<file path="src/common/alu_pkg.sv">
// shared constants, operation codes and state layout for the compare / divide-step slice
package alu_pkg;

  localparam int          XLEN         = 32;
  localparam int          NREGS        = 16;
  localparam int          RIDX_W       = 4;

  // instruction field positions
  localparam int          DEST_HI      = 11;
  localparam int          DEST_LO      = 8;
  localparam int          SRC_HI       = 7;
  localparam int          SRC_LO       = 4;
  localparam int          IMM_HI       = 7;
  localparam int          IMM_LO       = 0;

  // opcode match patterns, compared under the mask beside them
  localparam logic [15:0] MASK_RR      = 16'hf00f;
  localparam logic [15:0] MASK_RN      = 16'hf0ff;
  localparam logic [15:0] MASK_IMM     = 16'hff00;
  localparam logic [15:0] MASK_ALL     = 16'hffff;
  localparam logic [15:0] OP_FLAG_CLR  = 16'h0008;
  localparam logic [15:0] OP_COMPARE_EQUAL_OP    = 16'h3000;
  localparam logic [15:0] OP_CMP_SGE   = 16'h3003;
  localparam logic [15:0] OP_CMP_SGT   = 16'h3007;
  localparam logic [15:0] OP_CMP_UGT   = 16'h3006;
  localparam logic [15:0] OP_CMP_UGE   = 16'h3002;
  localparam logic [15:0] OP_CMP_POS   = 16'h4015;
  localparam logic [15:0] OP_CMP_NNEG  = 16'h4011;
  localparam logic [15:0] OP_CMP_BYTE  = 16'h200c;
  localparam logic [15:0] OP_CMP_IMM   = 16'h8800;
  localparam logic [15:0] OP_DIV_SINIT = 16'h2007;
  localparam logic [15:0] OP_DIV_UINIT = 16'h0019;
  localparam logic [15:0] OP_DIV_STEP  = 16'h3004;

  localparam logic [XLEN-1:0] PC_STEP  = 32'h0000_0002;
  localparam logic [XLEN-1:0] PC_RESET = 32'h0000_0000;
  localparam logic [XLEN-1:0] REG_RESET = 32'h0000_0000;

  typedef enum logic [3:0] {
    flag_clear_op, compare_equal_op, compare_signed_ge_op, compare_signed_gt_op,
    compare_unsigned_gt_op, compare_unsigned_ge_op, compare_positive_op,
    compare_nonnegative_op, compare_byte_match_op, compare_imm_equal_op,
    signed_divide_init_op, unsigned_divide_init_op, divide_step_op, unknown_op
  } op_t;

  // external register load port
  typedef struct packed {
    logic              en;
    logic [RIDX_W-1:0] idx;
    logic [XLEN-1:0]   data;
  } reg_wr_t;

  // architectural flags
  typedef struct packed {
    logic t;
    logic q;
    logic m;
  } flags_t;

  typedef struct packed {
    logic [NREGS-1:0][XLEN-1:0] regs;
    flags_t                     flags;
    logic [XLEN-1:0]            pc;
    logic [XLEN-1:0]            rd_data;
    logic                       done;
    logic                       bad_op;
  } state_t;

endpackage : alu_pkg

</file>
<file path="src/core/compare_divstep_alu.sv">
// compare, flag-clear and divide-step execution slice with its register file and flags
//
// Operation
// - flag clear forces flag zero, nothing else
// - equal compare sets flag on equality
// - signed greater-equal and greater compares
// - unsigned greater and greater-equal compares
// - single register tested against zero, signed
// - any equal byte lane sets flag
// - sign-extended immediate compared with register zero
// - failed compare clears flag, registers untouched
// - signed init loads sign bits, flag xor
// - unsigned init clears both signs and flag
// - divide step yields one quotient bit
// - save sign, shift dividend, insert flag
// - add or subtract, update sign and flag
// - no zero-divide, overflow or remainder checks
module compare_divstep_alu
  import alu_pkg::*;
(
  input  wire logic              ref_clk,
  input  wire logic              resetn,
  input  wire logic              insn_valid,
  input  wire logic [15:0]       insn,
  input  wire reg_wr_t           reg_wr,
  input  wire logic [RIDX_W-1:0] rd_idx,
  output logic      [XLEN-1:0]   rd_data,
  output logic      [XLEN-1:0]   pc,
  output logic                   t_flag,
  output logic                   q_bit,
  output logic                   m_bit,
  output logic                   insn_done,
  output logic                   insn_bad
);

  //////////////////////////////////////////////////////////////////////////////
  // decode

  // fixed words are matched before the register forms so a full match always wins
  function automatic op_t decode(input logic [15:0] w);
    op_t o;
    o = unknown_op;
    if ((w & MASK_ALL) == OP_FLAG_CLR)       o = flag_clear_op;
    else if ((w & MASK_ALL) == OP_DIV_UINIT) o = unsigned_divide_init_op;
    else if ((w & MASK_RR) == OP_COMPARE_EQUAL_OP)     o = compare_equal_op;
    else if ((w & MASK_RR) == OP_CMP_SGE)    o = compare_signed_ge_op;
    else if ((w & MASK_RR) == OP_CMP_SGT)    o = compare_signed_gt_op;
    else if ((w & MASK_RR) == OP_CMP_UGT)    o = compare_unsigned_gt_op;
    else if ((w & MASK_RR) == OP_CMP_UGE)    o = compare_unsigned_ge_op;
    else if ((w & MASK_RN) == OP_CMP_POS)    o = compare_positive_op;
    else if ((w & MASK_RN) == OP_CMP_NNEG)   o = compare_nonnegative_op;
    else if ((w & MASK_RR) == OP_CMP_BYTE)   o = compare_byte_match_op;
    else if ((w & MASK_IMM) == OP_CMP_IMM)   o = compare_imm_equal_op;
    else if ((w & MASK_RR) == OP_DIV_SINIT)  o = signed_divide_init_op;
    else if ((w & MASK_RR) == OP_DIV_STEP)   o = divide_step_op;
    return o;
  endfunction : decode

  //////////////////////////////////////////////////////////////////////////////
  // operands and divide step

  // byte lanes of a register word, and the register the immediate compare reads
  localparam int                LANE_W   = 8;
  localparam int                LANES    = XLEN / LANE_W;
  localparam logic [RIDX_W-1:0] REG_ZERO = '0;

  state_t            st_r;
  state_t            st_nxt;
  op_t               op;
  logic [RIDX_W-1:0] dest_idx;
  logic [RIDX_W-1:0] src_idx;
  logic [XLEN-1:0]   dest_val;
  logic [XLEN-1:0]   src_val;
  logic [XLEN-1:0]   imm_ext;
  logic [XLEN-1:0]   lane_xor;
  logic [LANES-1:0]  lane_zero;
  logic [XLEN-1:0]   step_val;
  flags_t            step_flags;
  logic              hit_eq;
  logic              hit_sge;
  logic              hit_sgt;
  logic              hit_ugt;
  logic              hit_uge;
  logic              hit_pos;
  logic              hit_nneg;
  logic              hit_byte;
  logic              hit_imm;

  assign op       = decode(insn);
  assign dest_idx = insn[DEST_HI:DEST_LO];
  assign src_idx  = insn[SRC_HI:SRC_LO];
  assign dest_val = st_r.regs[dest_idx];
  assign src_val  = st_r.regs[src_idx];
  assign imm_ext  = {{(XLEN-(IMM_HI-IMM_LO+1)){insn[IMM_HI]}}, insn[IMM_HI:IMM_LO]};
  assign lane_xor = dest_val ^ src_val;

  // a lane whose xor is all zero holds the same byte in both registers
  genvar g;
  generate
    for (g = 0; g < LANES; g++) begin : g_lane
      assign lane_zero[g] = (lane_xor[g*LANE_W +: LANE_W] == '0);
    end
  endgenerate

  divide_step_unit u_step (
    .dividend     (dest_val),
    .divisor      (src_val),
    .flags_in     (st_r.flags),
    .dividend_nxt (step_val),
    .flags_nxt    (step_flags)
  );

  //////////////////////////////////////////////////////////////////////////////
  // compare conditions
  // all of them are formed every cycle; the decoded operation picks one for the flag

  assign hit_eq   = (dest_val == src_val);
  assign hit_sge  = ($signed(dest_val) >= $signed(src_val));
  assign hit_sgt  = ($signed(dest_val) > $signed(src_val));
  assign hit_ugt  = (dest_val > src_val);
  assign hit_uge  = (dest_val >= src_val);
  // sign bit alone decides zero-or-positive; strictly positive also excludes zero
  assign hit_nneg = ~dest_val[XLEN-1];
  assign hit_pos  = hit_nneg && (dest_val != '0);
  assign hit_byte = |lane_zero;
  assign hit_imm  = (st_r.regs[REG_ZERO] == imm_ext);

  //////////////////////////////////////////////////////////////////////////////
  // next state

  always_comb begin
    st_nxt        = st_r;
    st_nxt.done   = 1'b0;
    st_nxt.bad_op = 1'b0;
    // external loads land first so an instruction writing the same register wins
    if (reg_wr.en) begin
      st_nxt.regs[reg_wr.idx] = reg_wr.data;
    end
    if (insn_valid) begin
      st_nxt.done = (op != unknown_op);
      st_nxt.bad_op = (op == unknown_op);
      if (op != unknown_op) begin
        st_nxt.pc = st_r.pc + PC_STEP;
      end
      // every compare writes the flag both ways and touches no register
      case (op)
        flag_clear_op: begin
          st_nxt.flags.t = 1'b0;
        end
        compare_equal_op: begin
          st_nxt.flags.t = hit_eq;
        end
        compare_signed_ge_op: begin
          st_nxt.flags.t = hit_sge;
        end
        compare_signed_gt_op: begin
          st_nxt.flags.t = hit_sgt;
        end
        compare_unsigned_gt_op: begin
          st_nxt.flags.t = hit_ugt;
        end
        compare_unsigned_ge_op: begin
          st_nxt.flags.t = hit_uge;
        end
        compare_positive_op: begin
          st_nxt.flags.t = hit_pos;
        end
        compare_nonnegative_op: begin
          st_nxt.flags.t = hit_nneg;
        end
        compare_byte_match_op: begin
          st_nxt.flags.t = hit_byte;
        end
        compare_imm_equal_op: begin
          st_nxt.flags.t = hit_imm;
        end
        signed_divide_init_op: begin
          st_nxt.flags.q = dest_val[XLEN-1];
          st_nxt.flags.m = src_val[XLEN-1];
          st_nxt.flags.t = dest_val[XLEN-1] ^ src_val[XLEN-1];
        end
        unsigned_divide_init_op: begin
          st_nxt.flags = '0;
        end
        divide_step_op: begin
          // no zero-divisor or overflow detection; software screens operands beforehand
          st_nxt.regs[dest_idx] = step_val;
          st_nxt.flags          = step_flags;
        end
        default: begin
          // unknown words leave the flags as they were
        end
      endcase
    end
    st_nxt.rd_data = st_nxt.regs[rd_idx];
  end

  //////////////////////////////////////////////////////////////////////////////
  // state register
  // clear is asynchronous; release is taken as synchronous to ref_clk

  always_ff @(posedge ref_clk or negedge resetn) begin
    if (!resetn) begin
      st_r         <= '0;
      st_r.pc      <= PC_RESET;
      st_r.rd_data <= REG_RESET;
    end else begin
      st_r <= st_nxt;
    end
  end

  assign rd_data   = st_r.rd_data;
  assign pc        = st_r.pc;
  assign t_flag    = st_r.flags.t;
  assign q_bit     = st_r.flags.q;
  assign m_bit     = st_r.flags.m;
  assign insn_done = st_r.done;
  assign insn_bad  = st_r.bad_op;

endmodule : compare_divstep_alu

</file>
<file path="src/core/divide_step_unit.sv">
// one non-restoring divide step: shift, add or subtract, new quotient sign and flag
module divide_step_unit
  import alu_pkg::*;
(
  input  wire logic [XLEN-1:0] dividend,
  input  wire logic [XLEN-1:0] divisor,
  input  wire flags_t          flags_in,
  output logic      [XLEN-1:0] dividend_nxt,
  output flags_t               flags_nxt
);

  logic            q_top;
  logic [XLEN-1:0] shifted;
  logic [XLEN:0]   sum;

  always_comb begin
    q_top   = dividend[XLEN-1];
    shifted = {dividend[XLEN-2:0], flags_in.t};
    if (flags_in.q == flags_in.m) begin
      sum = {1'b0, shifted} - {1'b0, divisor};
    end else begin
      sum = {1'b0, shifted} + {1'b0, divisor};
    end
    dividend_nxt = sum[XLEN-1:0];
    // borrow/carry folded with the shifted-out bit and the divisor sign covers all four cases
    flags_nxt.q  = q_top ^ sum[XLEN] ^ flags_in.m;
    flags_nxt.m  = flags_in.m;
    flags_nxt.t  = (flags_nxt.q == flags_in.m);
  end

endmodule : divide_step_unit

</file>
<file path="config.mk">
export PLATFORM = sky130hd
export DESIGN_NAME = compare_divstep_alu
export DESIGN_NICKNAME = d
export VERILOG_FILES = /design/src/common/alu_pkg.sv /design/src/core/compare_divstep_alu.sv /design/src/core/divide_step_unit.sv
export SDC_FILE = /design/constraint.sdc
export NUM_CORES = 2
export LEC_CHECK = 0
export BUFFER_PORTS_ARGS = -buffer_cell sky130_fd_sc_hd__clkbuf_2
export CAP_MARGIN = 20
export CORE_MARGIN = 1.5
export CORE_UTILIZATION = 62
export CTS_BUF_LIST = sky130_fd_sc_hd__clkbuf_8 sky130_fd_sc_hd__clkbuf_16
export DETAILED_ROUTE_END_ITERATION = 10
export MAX_ROUTING_LAYER = met4
export PLACE_DENSITY = 0.88
export SLEW_MARGIN = 20
export SYNTH_ARGS = -nofsm -noshare
export SYNTH_HDL_FRONTEND = slang
export SYNTH_SLANG_ARGS = --single-unit
export TNS_END_PERCENT = 30
</file>
<file path="constraint.sdc">
create_clock -name ref_clk -period 17.55 [get_ports ref_clk]
set_input_delay 5.265 -clock ref_clk [delete_from_list [all_inputs] [get_ports ref_clk]]
set_output_delay 5.265 -clock ref_clk [all_outputs]
set_load 0.01 [all_outputs]
</file>
# Yosys cells after proc, flatten, opt, wreduce, memory -nomap -nowiden
# Index checks and enable logic that the tools add are counted.
[totals]
input_bits = 60
ff_bits = 581
[op_classes]
n_mux = 33
bitwise = 6
n_eq_ne = 31
n_lt_le_gt_ge = 10
add_sub_neg = 3
n_reduce_logical = 18
[op_table]
columns = ["operator", "n"]
rows = [
  ["$bwmux W512", 2],
  ["$mux W512", 2],
  ["$mux W547", 1],
  ["$bmux W32 S4", 3],
  ["$demux W32 S4", 2],
  ["$mux W32", 6],
  ["$eq A32 B32 Y1", 2],
  ["$eq A8 B6 Y1 const B", 8],
  ["$ge A32 B32 Y1", 2],
  ["$gt A32 B32 Y1", 2],
  ["$mux W4", 9],
  ["$add A32 B32 Y33", 1],
  ["$mux W33", 1],
  ["$sub A32 B32 Y33", 1],
  ["$add A32 B2 Y32 const B", 1],
  ["$logic_not A8 Y1", 4],
  ["$reduce_bool A32 Y1", 1],
  ["$xor A32 B32 Y32", 1],
  ["$eq A12 B11 Y1 const B", 2],
  ["$eq A4 B4 Y1 const B", 6],
  ["$lt A4 B5 Y1 const B", 4],
  ["$eq A16 B4 Y1 const B", 1],
  ["$eq A16 B5 Y1 const B", 1],
  ["$eq A4 B3 Y1 const B", 4],
  ["22 further kinds", 34],
]

# Depth between registers and ports, before layout
[depth]
word_depth = 20
depth_mapped = 27

# Hierarchy
# From an unflattened synthesis, not the netlist that was laid out.
[unflattened]
cells_unflattened = 4354
area_unflattened_um2 = 44606.5
[modules_own_cells]
columns = ["mod", "cells_per_inst", "area_per_inst_um2", "instances", "seq_area_each_um2"]
rows = [
  ["compare_divstep_alu", 3998, 42121.6, 1, 14513.9],
  ["divide_step_unit", 356, 2484.9, 1, 0.0],
]

# Worst setup path after synthesis
# No wires, ideal clock.
[synth_path]
kind = "input to register"
from = "input insn[5]"
to = "register, netlist name rd_data[31]"
required_ns = 17.412
path_slack_ns = 6.399
cell_stages = 24
t_arrival_ns = 11.013
n_path_buf = 4
path_cell_list = "buf_2 -> buf_1 -> clkbuf_1 -> mux4_2 -> a211oi_1 -> a21o_1 -> ha_1 -> nor2b_1 -> nand4_1 -> nor4_1 -> nor2_1 -> xnor2_1 -> ha_1 -> and3_1 -> a311oi_1 -> o22ai_1 -> a2111oi_2 -> o21ai_1 -> xnor2_2 -> buf_2 -> a21oi_1 -> mux4_2 -> mux2i_1 -> a21oi_1"
[synth_lines]
columns = ["element", "line", "rtl"]
rows = [
  ["start: declaration", "compare_divstep_alu.sv:24", "input wire logic [15:0] insn,"],
]

==> summary.txt <==
Status
  • Status: complete, but fails checks
  • Failing checks: design-rule violations

Timing
  • RSZ-0062 raised after global routing: false
  • Setup tns final: 0 ns
  • Slew Viols, Final: 0
  • Fin crit period: 13.20 ns
  • Peak Freq: approximately 0.076 GHz
  • Final setup violation count: 0
  • Final Skew: ~0.050 ns
  • Final Worst Setup Slack: 4.35 ns
  • Worst rel slew slack: between 10% and 20%
  • Final hold slack: about 0.48 ns
  • Fin crit share: 75.2%
  • Tightest Pin Transition: 1.30 ns
  • Final Hold Vio Count: 0

Synthesis
  • Most frequent cells after synthesis: 580 x dfrtp_1, 472 x mux2i_1, 426 x nand2_1, 390 x mux4_2, 331 x o21ai_0
  • Sequential cell area fraction in the yosys report: between 30% and 40%
  • Synth top area share: 33.8%
  • Most common cell in the netlist: dfrtp_1
  • Cell variety after synth: slightly below 90
  • Ranking of synthesized cells by area: dfrtp_1 34%, mux4_2 20%, mux2i_1 11%, o21ai_0 3.9%, nand2_1 3.7%
  • Syn_area_per_cell: 10.6 um^2
  • Synth async-reset ratio: 100%
  • EDFF count, synth: 0
  • Top cell type by total area after synthesis: dfrtp_1
  • Post-Syn Nets: 4185
  • Dominant synthesized flop cell: dfrtp_1
  • Flops & latches, synth: a little under 600
  • Mapped Area: 0.0429 mm^2
  • Post-Synthesis Cells: about 4000
  • Synthesis Warnings: 0

Critical path
  • WP data required: 18.09 ns
  • Worst setup EP type: flop
  • CP Max Fanout: 73
  • CP bufs+invs: 2
  • Worst setup path start: insn[4]
  • RR Startpoint: st_r[70]$_DFF_PN0_
  • Slowest CP cell: nor4_1
  • Crit-path max cell delay: 0.90 ns
  • Startpoint types: input port
  • Crit Path Class: in2reg
  • Worst path top cell family by delay: compound AO/OA/AOI/OAI gates
  • WP data arrival: ~14 ns
  • Crit-path cells: clkbuf_8 > buf_12 > mux4_2 > nor2b_1 > a211oi_1 > a21o_1 > ha_1 > nor2b_1 > nand4_1 > nor4_1 > nor2_1 > xnor2_1 > ha_1 > and3_1 > a311oi_1 > o22ai_1 > a2111oi_2 > o21ai_1 > xnor2_2 > o21ai_0 > mux4_2 > mux2i_1 > a21oi_1

Clocking
  • Clock Latency Late Sink: 0.66 ns
  • Post-CTS setup buffers: 0
  • Post-CTS resize count: 0
  • Clock transition at the registers of the reported paths: 0.06 ns
  • Num CTS Buffers: 67
  • H-tree levels: 3
  • Sink Count: just under 600
  • Clock root cell: clkbuf_16
  • Longest Clk Path Bufs: 3
  • CTS tree: yes
  • Hold buffer count at CTS: 0

Drt
  • DRC viols: 13
  • Initial DRC count: 7197
  • Via/cell ratio: 7.86
  • Routed via count: 38600
  • Avg WL per Cell: approximately 33 um
  • Antenna viol nets, final: 0
  • Final WL: around 160000 um
  • DR pass1 iterations: 11

Power
  • Pwr per Cell Area: 133 mW/mm^2
  • Internal cell power: 0.00354 W
  • Sw Ratio: 42.4%
  • Combinational Power Share: 45.5%
  • Sequential share of power: 31.2%
  • Clk network pwr share: 23.2%
  • Peak supply drop: roughly 0.00013 V
  • Psw: 0.00261 W
  • Static Leak: 19.5 nW

GRT
  • Met2 Use GR: 63.2%
  • Initial antenna violation count: 8
  • First-pass GRT wire length: around 240000 um
  • Met1 GRT Util: about 57%
  • GRT Total Usage: 47.7%
  • Largest net degree at the start of global routing: 126
  • Vias in the first global route: between 30000 and 40000
  • Met3 usage: between 20 and 25%
  • Total gr overflow: 0
  • Global routing's busiest layer: met2

Floorplanning
  • Die ar.: 0.0708 mm^2
  • FP Rows: 96
  • DIE WIDTH: roughly 270 um
  • Io pins: roughly 130
  • Initial Util: 62.6%
  • Placeable Area: 0.0686 mm^2
  • Die Ht: 266 um

Placed design
  • GPL Wtd Cong: 1.07
  • Pre-CTS setup slack: ~4 ns
  • Dpl cells: 4783
  • HPWL Detailed: just over 100000 um
  • # port buffers: between 100 and 150

Worst hold path
  • Hold/Removal Path Class: reg2reg
  • Hold Crit Start: pc[31]$_DFFE_PN0P_

Finish
  • Number of nets in the layout: 4051
  • Layout cell share with drive strength beyond 1: a little over a fifth
  • Post-Layout Cell Count: between 4000 and 5000
  • Syn-to-layout area delta: 7.38%

Run
  • Max_cap viols: 0
## sequential cells by signal (all words and copies together) (netlist names)
register / flops
insn_bad: 1
rd_data: 32
q_bit: 1
pc: 31
m_bit: 1
t_flag: 1
st_r: 512
insn_done: 1
## power groups by stage
stage	logic [W]	registers, W	clock network, W
floorplan	0.00192	0.00180	0
global placement	0.00259	0.00188	0
detailed placement	0.00264	0.00191	0
CTS	0.00267	0.00189	0.00142
global route	0.00294	0.00194	0.00147
finish	0.00280	0.00192	0.00143
## metal layers
layer,vias up,wire (um)
li1,14900,-
met1,18300,52500
met2,4167,66100
met3,1245,29400
met4,0,15400
met5,-,0
## cell usage in the layout, fill, tap and decap left out, types with 23 or more instances in the layout
master	count
o21ai_0	331
inv_1	93
ha_1	66
o21a_1	61
a211oi_1	63
nor2b_1	54
a21o_1	35
a21oi_1	256
nor2_1	226
nand2_1	423
mux2_2	52
mux4_2	390
nor3_1	26
clkbuf_16	69
nand3_1	62
mux2i_1	472
buf_4	97
nor4_1	23
clkbuf_2	119
xor2_1	31
xnor2_1	59
dfrtp_1	580
## through the flow
| step | util, % | instance area, um^2 | total power [W] |
|---|---|---|---|
| finish | 67.2 | 46100 | 0.00615 |
| global route | 67.2 | 46100 | 0.00634 |
| CTS | 67.0 | 46000 | 0.00598 |
| detailed placement | 63.8 | 43800 | 0.00455 |
| global placement | 63.8 | 43800 | 0.00447 |
| floorplan | - | 42900 | 0.00373 |
## worst paths after layout
path	endpoint	slack, ns	cells past startpoint
min in group asynchronous	rd_data[8]$_DFF_PN0_	4.72	1
worst min register to register	pc[31]$_DFFE_PN0P_	0.48	1
worst min-delay path	pc[31]$_DFFE_PN0P_	0.48	1
max in group asynchronous	st_r[270]$_DFF_PN0_	10.11	4
worst max-delay path	rd_data[31]$_DFF_PN0_	4.35	23
worst max register to register	rd_data[31]$_DFF_PN0_	9.73	21
## worst reg2reg max path, stage by stage, from the launching register on
cell and delay [ns]:
dfrtp_1 0.51, mux4_2 0.51, nor2b_1 0.15, a211oi_1 0.43, a21o_1 0.19, ha_1 0.18, nor2b_1 0.36, nand4_1 0.38
nor4_1 0.90, nor2_1 0.12, xnor2_1 0.17, ha_1 0.39, and3_1 0.30, a311oi_1 0.45, o22ai_1 0.20, a2111oi_2 0.51
o21ai_1 0.22, xnor2_2 0.72, o21ai_0 0.31, mux4_2 0.53, mux2i_1 0.14, a21oi_1 0.09
## cell families after synthesis
family                   synth area share [%]
flip-flops                               33.8
XOR/XNOR                                 2.06
AND/OR/NAND/NOR                          9.95
adder cells (fa/ha/maj)                  1.97
buffers and inverters                    5.34
multiplexers                             34.1
AO/OA/AOI/OAI                            12.7
other                                 0.00874
## final cells by class
type / instances / area, um^2
timing repair buffer: 226 / 1470
clock buffer: 82 / 1910
fill: 4825 / 22500
clock inverter: 35 / 278
tap: 931 / 1160
antenna: 10 / 25.0
sequential: 580 / 14500
inverter: 84 / 325
multi-input combinational: 2965 / 26400
(Power assumes the default switching activity.)
